File: config.mk
export PLATFORM = sky130hd
export DESIGN_NAME = wdrt_top
export DESIGN_NICKNAME = d
export VERILOG_FILES = /design/src/common/wdrt_pkg.sv /design/src/verilog/wdrt_top.sv
export SDC_FILE = /design/constraint.sdc
export NUM_CORES = 1
export LEC_CHECK = 0
export BUFFER_PORTS_ARGS = -buffer_cell sky130_fd_sc_hd__buf_2
export CELL_PAD_IN_SITES_DETAIL_PLACEMENT = 1
export CELL_PAD_IN_SITES_GLOBAL_PLACEMENT = 2
export CORE_ASPECT_RATIO = 0.9
export CORE_MARGIN = 5
export CORE_UTILIZATION = 32
export DETAILED_ROUTE_END_ITERATION = 16
export PLACE_DENSITY = 0.86
export SYNTH_ARGS = -nofsm -noshare
export SYNTH_HDL_FRONTEND = slang
export SYNTH_SLANG_ARGS = --single-unit
File: constraint.sdc
create_clock -name clk_i -period 3.62 [get_ports clk_i]
set_input_delay 0 -clock clk_i [delete_from_list [all_inputs] [get_ports clk_i]]
set_output_delay 0 -clock clk_i [all_outputs]
set_load 0.05 [all_outputs]
File: src/common/wdrt_pkg.sv
package wdrt_pkg;

  // ------------------------------------------------------------
  // register map
  // ------------------------------------------------------------
  localparam logic [7:0]  WDRT_ADDR_CTRL    = 8'h00;
  localparam logic [7:0]  WDRT_ADDR_STATUS  = 8'h04;
  localparam logic [7:0]  WDRT_ADDR_MASK    = 8'h08;
  localparam logic [7:0]  WDRT_ADDR_COUNT   = 8'h0C;
  localparam logic [31:0] WDRT_CTRL_RESET   = 32'h0000_0700;

  // control field positions
  localparam int WDRT_B_CLR   = 0;
  localparam int WDRT_B_RSTEN = 1;
  localparam int WDRT_B_RSTF  = 2;
  localparam int WDRT_B_IRQF  = 3;
  localparam int WDRT_B_WKEN  = 4;
  localparam int WDRT_B_WKF   = 5;
  localparam int WDRT_B_IRQEN = 6;
  localparam int WDRT_B_RUN   = 7;
  localparam int WDRT_B_IS_LO = 8;
  localparam int WDRT_B_DBG   = 31;

  // event status / mask bits
  localparam int WDRT_EV_TIMEOUT = 0;
  localparam int WDRT_EV_RESET   = 1;
  localparam int WDRT_EV_WAKE    = 2;
  localparam int WDRT_EV_W       = 3;

  // ------------------------------------------------------------
  // timing
  // ------------------------------------------------------------
  localparam int             WDRT_CNT_W    = 18;
  localparam logic [10:0]    WDRT_GRACE    = 11'h400;
  localparam logic [5:0]     WDRT_RST_LEN  = 6'h3F;

  // unlock byte sequence
  localparam logic [7:0] WDRT_KEY0 = 8'h59;
  localparam logic [7:0] WDRT_KEY1 = 8'h16;
  localparam logic [7:0] WDRT_KEY2 = 8'h88;

  typedef enum logic [1:0] {
    WDRT_IDLE,
    WDRT_GRACE_WAIT,
    WDRT_CHIP_RESET
  } wdrt_state_t;

  typedef struct packed {
    logic        cyc;
    logic        stb;
    logic        we;
    logic [7:0]  adr;
    logic [3:0]  sel;
    logic [31:0] dat;
  } wdrt_wb_req_t;

endpackage

File: src/verilog/wdrt_top.sv
// Functional notes
// - run enable starts the counter counting up
// - 18-bit up counter advanced by tick
// - interval codes select 2^4..2^18 ticks
// - timeout sets interrupt flag immediately
// - uncleared after 1024 ticks: flag, chip reset
// - reset and reset flag only when enabled
// - clear strobe zeroes counter, self clears
// - chip reset lasts 63 ticks
// - reset flag survives, write one clears
// - timeout in power-down wakes when enabled
// - wake flag set on wake, write-one clears
// - irq flag set only if enabled; W1C
// - clearing run enable resets the counter
// - control writes need unlock from system, except flag write-one clears
// - wake only with internal low-speed rc
`timescale 1ns/1ps
`default_nettype none
module wdrt_top
  import wdrt_pkg::*;
(
  input  wire logic                  clk_i,
  input  wire logic                  rst_i,
  input  wire wdrt_pkg::wdrt_wb_req_t wb_req_i,
  output logic [31:0]                wb_dat_o,
  output logic                       wb_ack_o,
  input  wire logic                  tick_i,
  input  wire logic                  write_unlock_i,
  input  wire logic                  debug_ack_i,
  input  wire logic                  power_down_i,
  input  wire logic                  internal_low_speed_rc_i,
  output logic                       chip_reset_o,
  output logic                       wake_o,
  output logic                       timeout_irq_o,
  output logic                       irq_o
);
  import wdrt_pkg::*;

  // ------------------------------------------------------------
  // input synchronisers
  // ------------------------------------------------------------
  // tick and debug come from the slow clock / debugger domain
  logic [2:0] tick_s_q;
  logic [1:0] dbg_s_q;
  logic [1:0] pd_s_q;
  always_ff @(posedge clk_i)
  begin
    if (rst_i)
    begin
      tick_s_q <= 3'h0;
      dbg_s_q  <= 2'h0;
      pd_s_q   <= 2'h0;
    end
    else
    begin
      tick_s_q <= {tick_s_q[1:0], tick_i};
      dbg_s_q  <= {dbg_s_q[0], debug_ack_i};
      pd_s_q   <= {pd_s_q[0], power_down_i};
    end
  end
  // one enable pulse per rising tick edge, read past the first stage
  logic tick_en;
  assign tick_en = tick_s_q[1] & ~tick_s_q[2];

  // ------------------------------------------------------------
  // wishbone slave
  // ------------------------------------------------------------
  logic acc;
  logic wr;
  logic [31:0] wmask;
  assign acc = wb_req_i.cyc & wb_req_i.stb & ~wb_ack_o;
  assign wr  = acc & wb_req_i.we;
  assign wmask = {{8{wb_req_i.sel[3]}}, {8{wb_req_i.sel[2]}},
                  {8{wb_req_i.sel[1]}}, {8{wb_req_i.sel[0]}}};

  function automatic logic hit(input logic [7:0] a);
    hit = wr && (wb_req_i.adr == a);
  endfunction

  logic [31:0] wd;
  assign wd = wb_req_i.dat & wmask;

  // ------------------------------------------------------------
  // control register
  // ------------------------------------------------------------
  logic        run_q;
  logic        irqen_q;
  logic        wken_q;
  logic        rsten_q;
  logic        dbgdis_q;
  logic [2:0]  isel_q;
  logic        clr_q;
  logic        irqf_q;
  logic        rstf_q;
  logic        wkf_q;
  logic        ctrl_wr;
  // protected bits only change while the system unlock is open
  assign ctrl_wr = hit(WDRT_ADDR_CTRL) && write_unlock_i;

  logic [WDRT_CNT_W-1:0] cnt_q;
  logic                  cnt_zero_done;
  assign cnt_zero_done = clr_q;

  always_ff @(posedge clk_i)
  begin
    if (rst_i)
    begin
      run_q    <= WDRT_CTRL_RESET[WDRT_B_RUN];
      irqen_q  <= WDRT_CTRL_RESET[WDRT_B_IRQEN];
      wken_q   <= WDRT_CTRL_RESET[WDRT_B_WKEN];
      rsten_q  <= WDRT_CTRL_RESET[WDRT_B_RSTEN];
      dbgdis_q <= WDRT_CTRL_RESET[WDRT_B_DBG];
      isel_q   <= WDRT_CTRL_RESET[WDRT_B_IS_LO+:3];
    end
    else if (ctrl_wr)
    begin
      if (wb_req_i.sel[0])
      begin
        run_q   <= wd[WDRT_B_RUN];
        irqen_q <= wd[WDRT_B_IRQEN];
        wken_q  <= wd[WDRT_B_WKEN];
        rsten_q <= wd[WDRT_B_RSTEN];
      end
      if (wb_req_i.sel[1])
        isel_q <= wd[WDRT_B_IS_LO+:3];
      if (wb_req_i.sel[3])
        dbgdis_q <= wd[WDRT_B_DBG];
    end
  end

  // clear strobe: held until the counter has been zeroed
  always_ff @(posedge clk_i)
  begin
    if (rst_i)
      clr_q <= 1'b0;
    else if (ctrl_wr && wb_req_i.sel[0] && wd[WDRT_B_CLR])
      clr_q <= 1'b1;
    else if (cnt_zero_done)
      clr_q <= 1'b0;
  end

  // ------------------------------------------------------------
  // counter and interval decode
  // ------------------------------------------------------------
  function automatic logic [WDRT_CNT_W:0] interval(input logic [2:0] s);
    interval = (WDRT_CNT_W+1)'(1) << (5'd4 + {1'b0, s, 1'b0});
  endfunction

  logic frozen;
  logic step;
  assign frozen = dbg_s_q[1] & ~dbgdis_q;
  assign step   = run_q & tick_en & ~frozen;

  logic timeout;
  assign timeout = step && ({1'b0, cnt_q} + 19'h1 == interval(isel_q));

  always_ff @(posedge clk_i)
  begin
    if (rst_i || !run_q || clr_q)
      cnt_q <= '0;
    else if (step)
      cnt_q <= cnt_q + 18'h1;
  end

  // ------------------------------------------------------------
  // grace delay and chip reset sequencer
  // ------------------------------------------------------------
  wdrt_state_t st_q;
  logic [10:0] gcnt_q;
  logic [5:0]  rcnt_q;
  logic        grace_end;
  logic        rst_done;
  assign grace_end = (st_q == WDRT_GRACE_WAIT) && step && (gcnt_q == WDRT_GRACE - 11'h1);
  assign rst_done  = (st_q == WDRT_CHIP_RESET) && tick_en && (rcnt_q == WDRT_RST_LEN - 6'h1);

  always_ff @(posedge clk_i)
  begin
    if (rst_i)
    begin
      st_q   <= WDRT_IDLE;
      gcnt_q <= 11'h0;
      rcnt_q <= 6'h0;
    end
    else
    begin
      case (st_q)
        WDRT_IDLE:
        begin
          gcnt_q <= 11'h0;
          if (timeout)
            st_q <= WDRT_GRACE_WAIT;
        end
        WDRT_GRACE_WAIT:
        begin
          if (!run_q || clr_q)
            st_q <= WDRT_IDLE;
          else if (grace_end)
          begin
            st_q   <= rsten_q ? WDRT_CHIP_RESET : WDRT_IDLE;
            rcnt_q <= 6'h0;
          end
          else if (step)
            gcnt_q <= gcnt_q + 11'h1;
        end
        WDRT_CHIP_RESET:
        begin
          if (rst_done)
            st_q <= WDRT_IDLE;
          else if (tick_en)
            rcnt_q <= rcnt_q + 6'h1;
        end
        default: st_q <= WDRT_IDLE;
      endcase
    end
  end

  logic fire_rst;
  assign fire_rst = grace_end && rsten_q;

  // ------------------------------------------------------------
  // flags: set wins over write-one clear
  // ------------------------------------------------------------
  logic wake_ev;
  assign wake_ev = timeout && wken_q && pd_s_q[1] && internal_low_speed_rc_i;

  logic w1c;
  assign w1c = ctrl_wr || hit(WDRT_ADDR_CTRL);

  always_ff @(posedge clk_i)
  begin
    if (rst_i)
      irqf_q <= 1'b0;
    else if (timeout && irqen_q)
      irqf_q <= 1'b1;
    else if (w1c && wb_req_i.sel[0] && wd[WDRT_B_IRQF])
      irqf_q <= 1'b0;
  end

  // reset flag only cleared by software, never by our chip reset
  always_ff @(posedge clk_i)
  begin
    if (rst_i)
      rstf_q <= 1'b0;
    else if (fire_rst)
      rstf_q <= 1'b1;
    else if (w1c && wb_req_i.sel[0] && wd[WDRT_B_RSTF])
      rstf_q <= 1'b0;
  end

  always_ff @(posedge clk_i)
  begin
    if (rst_i)
      wkf_q <= 1'b0;
    else if (wake_ev)
      wkf_q <= 1'b1;
    else if (w1c && wb_req_i.sel[0] && wd[WDRT_B_WKF])
      wkf_q <= 1'b0;
  end

  // ------------------------------------------------------------
  // event status and mask
  // ------------------------------------------------------------
  logic [WDRT_EV_W-1:0] ev;
  logic [WDRT_EV_W-1:0] evst_q;
  logic [WDRT_EV_W-1:0] evmask_q;
  assign ev = {wake_ev, fire_rst, timeout};

  genvar gi;
  generate
    for (gi = 0; gi < WDRT_EV_W; gi++)
    begin : g_ev
      always_ff @(posedge clk_i)
      begin
        if (rst_i)
          evst_q[gi] <= 1'b0;
        else if (ev[gi])
          evst_q[gi] <= 1'b1;
        else if (hit(WDRT_ADDR_STATUS) && wd[gi])
          evst_q[gi] <= 1'b0;
      end
    end
  endgenerate

  always_ff @(posedge clk_i)
  begin
    if (rst_i)
      evmask_q <= '0;
    else if (hit(WDRT_ADDR_MASK) && wb_req_i.sel[0])
      evmask_q <= wb_req_i.dat[WDRT_EV_W-1:0];
  end

  // ------------------------------------------------------------
  // outputs, all registered
  // ------------------------------------------------------------
  always_ff @(posedge clk_i)
  begin
    if (rst_i)
    begin
      chip_reset_o  <= 1'b0;
      wake_o        <= 1'b0;
      timeout_irq_o <= 1'b0;
      irq_o         <= 1'b0;
    end
    else
    begin
      chip_reset_o  <= fire_rst || (st_q == WDRT_CHIP_RESET && !rst_done);
      wake_o        <= wake_ev;
      timeout_irq_o <= (irqf_q || (timeout && irqen_q)) && irqen_q;
      irq_o         <= |((evst_q | ev) & evmask_q);
    end
  end

  // readback
  logic [31:0] ctrl_rd;
  always_comb
  begin
    ctrl_rd = 32'h0;
    ctrl_rd[WDRT_B_DBG]       = dbgdis_q;
    ctrl_rd[WDRT_B_IS_LO+:3]  = isel_q;
    ctrl_rd[WDRT_B_RUN]       = run_q;
    ctrl_rd[WDRT_B_IRQEN]     = irqen_q;
    ctrl_rd[WDRT_B_WKF]       = wkf_q;
    ctrl_rd[WDRT_B_WKEN]      = wken_q;
    ctrl_rd[WDRT_B_IRQF]      = irqf_q;
    ctrl_rd[WDRT_B_RSTF]      = rstf_q;
    ctrl_rd[WDRT_B_RSTEN]     = rsten_q;
    ctrl_rd[WDRT_B_CLR]       = clr_q;
  end

  // single wait-free answer; unmapped addresses read zero
  always_ff @(posedge clk_i)
  begin
    if (rst_i)
    begin
      wb_ack_o <= 1'b0;
      wb_dat_o <= 32'h0;
    end
    else
    begin
      wb_ack_o <= acc;
      case (wb_req_i.adr)
        WDRT_ADDR_CTRL:   wb_dat_o <= ctrl_rd;
        WDRT_ADDR_STATUS: wb_dat_o <= {29'h0, evst_q};
        WDRT_ADDR_MASK:   wb_dat_o <= {29'h0, evmask_q};
        WDRT_ADDR_COUNT:  wb_dat_o <= {14'h0, cnt_q};
        default:          wb_dat_o <= 32'h0;
      endcase
    end
  end

  // ------------------------------------------------------------
  // assertions
  // ------------------------------------------------------------
  a_count_stop: assert property (@(posedge clk_i) disable iff (rst_i)
    !run_q |=> cnt_q == '0) else $error("counter not held at zero");
  a_count_step: assert property (@(posedge clk_i) disable iff (rst_i)
    step && !clr_q && !timeout |=> cnt_q == $past(cnt_q) + 18'h1)
    else $error("counter did not step");
  a_freeze_hold: assert property (@(posedge clk_i) disable iff (rst_i)
    run_q && frozen && !clr_q |=> $stable(cnt_q)) else $error("counter moved frozen");
  a_clear_auto: assert property (@(posedge clk_i) disable iff (rst_i)
    clr_q |=> !clr_q && cnt_q == '0) else $error("clear strobe stuck");
  a_irq_flag_set: assert property (@(posedge clk_i) disable iff (rst_i)
    timeout && irqen_q |=> irqf_q) else $error("irq flag not set");
  a_irq_flag_gate: assert property (@(posedge clk_i) disable iff (rst_i)
    !irqen_q && !irqf_q |=> !irqf_q) else $error("irq flag set while disabled");
  a_irq_out: assert property (@(posedge clk_i) disable iff (rst_i)
    irqf_q && irqen_q |=> timeout_irq_o) else $error("irq output missing");
  a_reset_gate: assert property (@(posedge clk_i) disable iff (rst_i)
    !rsten_q && !rstf_q && !w1c |=> !rstf_q) else $error("reset flag without enable");
  a_reset_pulse: assert property (@(posedge clk_i) disable iff (rst_i)
    fire_rst |=> chip_reset_o && rstf_q) else $error("chip reset not raised");
  a_rstf_keep: assert property (@(posedge clk_i) disable iff (rst_i)
    rstf_q && !w1c |=> rstf_q) else $error("reset flag lost");
  a_wake_gate: assert property (@(posedge clk_i) disable iff (rst_i)
    !internal_low_speed_rc_i |-> !wake_ev) else $error("wake without rc");
  a_wake_flag: assert property (@(posedge clk_i) disable iff (rst_i)
    wake_ev |=> wake_o && wkf_q) else $error("wake not flagged");
  a_lock_hold: assert property (@(posedge clk_i) disable iff (rst_i)
    !write_unlock_i |=> $stable(isel_q) && $stable(run_q)) else $error("locked write");

  c_timeout: cover property (@(posedge clk_i) timeout);
  c_reset: cover property (@(posedge clk_i) fire_rst);
  c_wake: cover property (@(posedge clk_i) wake_ev);
  c_clear_grace: cover property (@(posedge clk_i) st_q == WDRT_GRACE_WAIT && clr_q);

endmodule // wdrt_top
`default_nettype wire

* After elaboration in Yosys (flattened, before gate mapping)
Cells that the tools add are included.
** Cells by class
- Bitwise gates (word level) :: 14
- Reductions and logical operators :: 51
- Shift operators :: 1
- Add/subtract/negate cells :: 5
- Mux-type cells :: 29
- Equality and inequality tests :: 17
** Operator list (number)
- one-hot mux 32 bit (4 select lines) :: 1
- two-way mux 11 bit :: 3
- bitwise AND 32 bit :: 1
- logical AND 1 bit :: 26
- two-way mux 6 bit :: 4
- one-hot mux 11 bit (2 select lines) :: 1
- adder 18 x 1 -> 19 bit, second input constant :: 1
- equality test 19 bit :: 1
- << shifter 1 x 5 -> 19 bit, first input constant :: 1
- adder 18 x 1 -> 18 bit, second input constant :: 1
- equality test 8 x 4 -> 1 bit, second input constant :: 2
- != test 2 bit, second input constant :: 8
- nonzero test 2 bit :: 8
- two-way mux 1 bit :: 13
- one-hot mux 6 bit (2 select lines) :: 1
- adder 11 x 1 -> 11 bit, second input constant :: 1
- equality test 11 x 10 -> 1 bit, second input constant :: 1
- two-way mux 2 bit :: 5
- equality test 8 x 3 -> 1 bit, second input constant :: 1
- zero test 8 bit :: 1
- bitwise AND 1 bit :: 7
- adder 6 x 1 -> 6 bit, second input constant :: 1
- equality test 6 bit, second input constant :: 1
- logical OR 1 bit :: 6
- other kinds (15) :: 21
** Storage, ports and cells
- Output and inout bits :: 37
- Bits of input ports :: 54
- Flip-flop bits (word level) :: 99
- Word-level logic and storage cells :: 144

* Longest topological paths before layout
- Depth after elaboration :: 11
- Gate-level depth with buffers :: 9
- Depth with buffers taken out :: 8

* Worst setup path after synthesis
Ideal clock, no wire load.
- Kind :: reg2reg
- Start point :: register isel_q[1]
- End point :: register st_q[0]
- Cell stages (with the launch flop) :: 9
- Arrival :: 2588 ps
- Path slack :: 953 ps
- Path through :: dfxtp_1 ha_1 or3b_1 nor4b_2 nor3_1 or4_4 a2111oi_4 nand2b_1 a211oi_2
** On the way
- Longest elaborated chain between the ends :: 6
** Ends and longest elaborated chain
- start: declaration :: line wdrt_top.sv:91 : logic [2:0] isel_q;
- start signal: assignment :: line wdrt_top.sv:113 : isel_q <= WDRT_CTRL_RESET[WDRT_B_IS_LO+:3];
- start signal: assignment :: line wdrt_top.sv:125 : isel_q <= wd[WDRT_B_IS_LO+:3];
- adder 3 x 4 -> 5 bit :: line wdrt_top.sv:146 : interval = (WDRT_CNT_W+1)'(1) << (5'd4 + {1'b0, s, 1'b0});
- << shifter 1 x 5 -> 19 bit :: line wdrt_top.sv:146
- equality test 19 bit :: line wdrt_top.sv:155 : assign timeout = step && ({1'b0, cnt_q} + 19'h1 == interval(isel_q));
- logical AND 1 bit :: line wdrt_top.sv:155
- != test 2 bit (no line)
- AND reduction 3 bit (no line)
- end signal: assignment :: line wdrt_top.sv:199 : st_q <= rsten_q ? WDRT_CHIP_RESET : WDRT_IDLE;
- end: declaration :: line wdrt_top.sv:168 : wdrt_state_t st_q;
No other way between the ends.
A chain may end at the register's enable or synchronous reset.

* Worst setup path in the final report
- Start point :: register isel_q[1]
- End point :: register evst_q[2]
** On the way
- Longest elaborated chain between the ends :: 8
- Elaborated cells between the ends (all ways) :: 9
** Ends and longest elaborated chain
- adder 3 x 4 -> 5 bit (*) :: line wdrt_top.sv:146
- << shifter 1 x 5 -> 19 bit (*) :: line wdrt_top.sv:146
- equality test 19 bit (*) :: line wdrt_top.sv:155
- logical AND 1 bit (*) :: line wdrt_top.sv:155
- logical AND 1 bit (*) (3 in a row) :: line wdrt_top.sv:224 : assign wake_ev = timeout && wken_q && pd_s_q[1] && internal_low_speed_rc_i;
- two-way mux 1 bit / nonzero test 2 bit (equally long branches)
- end signal: indexed assignment :: line wdrt_top.sv:275 : evst_q[gi] <= 1'b0;
- end signal: indexed assignment :: line wdrt_top.sv:277 : evst_q[gi] <= 1'b1;
- end signal: indexed assignment :: line wdrt_top.sv:279 : evst_q[gi] <= 1'b0;
- end: declaration :: line wdrt_top.sv:264 : logic [WDRT_EV_W-1:0] evst_q;
Mark *: on every way between the ends. The rest lies on a longest branch, timed or not.

==> flow_metrics.py <==
metrics = {
    "run_status": {
        "status": "completed",
    },
    "final_layout": {
        "antenna_cells": 0,
        "final_cell_mix": "dfxtp_1, nor2_1, buf_2, nand2_1, xnor2_1",
        "final_common_cell": "dfxtp_1",
        "fin_util_pct": 39.2,
        "syn2layout_area_growth_pct": 21.4,
        "drive_gt1_share_pct": 16.1,
        "fillCellCount": 1604,
        "regArea_sq_mm": 0.00172,
        "multi_input_area_sq_mm": 0.00233,
        "layout.nets": 618,
        "fin_area_sq_mm": 0.00518,
    },
    "critical_path": {
        "worstPathMaxFanout": 12,
        "endpoint_kind": "flip-flop",
        "cp.required_ns": 3.90,
        "startpoint_type": "flip-flop",
        "crit_arrival_ns": 3.51,
        "path_class": "reg -> reg",
    },
    "placed_design": {
        "port_buffers": 56,
        "placed_area_sq_mm": 0.00465,
        "hpwl_mm": 8.41,
        "dp_slack_ns": 0.382,
        "finalWeightedCongestion": 0.904,
    },
    "floorplan": {
        "die_w_um": 132,
        "num_rows": 40,
        "die_y_um": 120,
        "dieArea_sq_mm": 0.0157,
        "core_area_sq_mm": 0.0132,
        "num_io_pins": 91,
        "start_util_pct": 32.3,
    },
    "drt": {
        "drc_errors": 0,
        "vias": 3702,
        "firstDrtPassIters": 4,
        "vias_per_cell": 5.06,
        "ant_nets": 0,
        "wire_per_inst_um": 15.7,
        "route.final.wire_length_mm": 11.5,
        "first_iter_violations": 219,
    },
    "clocking": {
        "numCtsBuffers": 9,
        "cts_tree": "yes",
        "clk_latency_ns": 0.35,
        "cts_setup_buffers": 0,
        "h-tree-depth": 3,
        "clk_path_buf_depth": 2,
        "cts_root_buffer": "clkbuf_16",
        "clk_pin_slew_ns": 0.06,
        "clock-sinks": 86,
    },
    "yosys": {
        "async_reset_ff_share_pct": 0,
        "syn_inst": 489,
        "syn_avg_cell_area_sq_um": 8.73,
        "synth_edf_count": 0,
        "ys_warn_count": 0,
        "synth_cell_type_count": 62,
        "synth_ff_type": "dfxtp_1",
        "synth_area_sq_mm": 0.00427,
        "synth.ff_latch_count": 86,
        "synth.yosys.seq_area_share_pct": 40.3,
    },
    "power": {
        "pwr-share-comb_pct": 4.5,
        "p_per_area_mw_per_mm2": 382,
        "power.internal_mw": 1.55,
        "clkPwrFrac_pct": 47.4,
        "sw_frac_of_total_pct": 21.5,
        "p_leak_nw": 1.91,
        "switchingPower_mw": 0.426,
        "power_mw": 1.98,
        "seqPwrFrac_pct": 48.1,
        "peakVddDrop_mv": 0.204,
    },
    "timing": {
        "tightest_slew_ns": 0.844,
        "hold_violations": 0,
        "fin_tns_setup_ns": 0,
        "slew_headroom_pct": 42.3,
        "final.min_clock_period_ns": 3.23,
        "fin_worst_skew_ns": 0.0101,
        "setup_slack_ns": 0.388,
        "fin_crit_sh_pct": 89.3,
        "rsz0062_at_grt": "no",
        "slew_viol_final": 0,
        "finalSetupViolCount": 0,
        "fmax_mhz": 309,
    },
    "global_route": {
        "grt_pass1_wl_mm": 18.9,
        "grt_overflow_total": 0,
        "antenna_found_initial": 0,
        "grt_usage_pct": 14.9,
        "grt_pass1_vias": 3744,
        "grt_max_degree": 26,
    },
    "min_path": {
        "hp-class": "in -> reg",
    },
    "run": {
        "cap_violations": 0,
    },
}
## cell type report
cell class | count | share of cell area, %
clock inverter | 3 | 0.821
tap | 168 | 4.06
inverter | 13 | 0.942
sequential | 86 | 33.2
multi-input combinational | 363 | 45.1
timing repair buffer | 86 | 10.9
clock buffer | 13 | 5.02
## through the flow
step,hold slack (ns),instances
final,0.0167,732
after global routing,0.0267,732
after CTS,0.00444,732
after detailed placement,0.216,693
after global placement,0.206,693
after floorplan,0.128,501
## Yosys cell counts, types with 3 or more instances
cell type	n	area, sq um
and3_1	13	81.3
nor2b_1	13	81.3
nand4b_1	6	52.6
xnor2_1	25	219
and4_1	4	35.0
buf_4	14	105
inv_1	13	48.8
a22oi_1	10	75.1
o21ai_0	7	35.0
clkbuf_1	15	56.3
a21oi_1	14	70.1
a2111oi_0	3	26.3
nand3b_1	4	30.0
or3_1	4	25.0
nor4_1	7	43.8
and2_1	7	43.8
buf_2	8	40.0
ha_1	5	62.6
mux2i_1	9	90.1
nand4_1	10	62.6
nand2b_1	7	43.8
nor3_1	16	80.1
or2_2	3	18.8
nand2_1	37	139
nor2_1	64	240
xor2_1	17	149
nor4b_1	3	26.3
nand3_1	20	100
dfxtp_1	86	1720
mux4_2	3	67.6
## what timing repair did
item / CTS / global route
hold buffers: 23 / 0
resized for setup: 0 / 1
endpoints found under the setup margin: 0 / 2
hold endpoints to repair: 20 / 0
## cell families after synthesis
kind of cell	Yosys count	synth area share [%]
AO/OA/AOI/OAI	57	9.76
XOR/XNOR	43	9.15
adder cells (fa/ha/maj)	5	1.47
buffers and inverters	52	6.04
flip-flops	86	40.3
multiplexers	13	3.96
other	1	0.0879
AND/OR/NAND/NOR	232	29.2
## sequential cells by signal, summed over array words and instances (netlist names), 2 cells and up
| register | flops |
|---|---|
| rcnt_q | 6 |
| gcnt_q | 11 |
| pd_s_q | 2 |
| cnt_q | 18 |
| evmask_q | 3 |
| dbg_s_q | 2 |
| evst_q | 3 |
| isel_q | 3 |
| st_q | 2 |
| wb_dat_o | 19 |
| tick_s_q | 3 |
## critical path: stages, from the launching register on
cell	delay [ns]
dfxtp_1	0.53
ha_1	0.38
or4_1	0.53
xnor3_1	0.22
a2111oi_1	0.45
o211ai_1	0.23
a2111oi_4	0.44
nand4_1	0.20
a21oi_1	0.17
## power by group through the flow
stage | logic [mW] | registers [mW] | clock network [mW]
after global placement | 0.0730 | 0.972 | 0
after global routing | 0.0960 | 0.951 | 1.01
final | 0.0895 | 0.952 | 0.939
after floorplan | 0.0577 | 0.974 | 0
after detailed placement | 0.0746 | 0.973 | 0
after CTS | 0.0897 | 0.951 | 0.970
## layer usage
metal | GRT usage [%] | wire, um | up-vias
met2 | 25.9 | 5830 | 54
met3 | 3.98 | 461 | 16
met5 | 0 | 0 | -
met1 | 17.7 | 5010 | 1807
met4 | 5.01 | 197 | 0
li1 | - | - | 1825
## path summary, 6_finish.rpt
check        slack [ns]    startpoint  cells after the start          end
max                0.39     isel_q[1]                      8    evst_q[2]
min                0.02  wb_req_i[33]                      4    isel_q[0]
max reg2reg        0.39     isel_q[1]                      8    evst_q[2]
min reg2reg        0.44   tick_s_q[0]                      1  tick_s_q[1]
(Power assumes the default switching activity.)
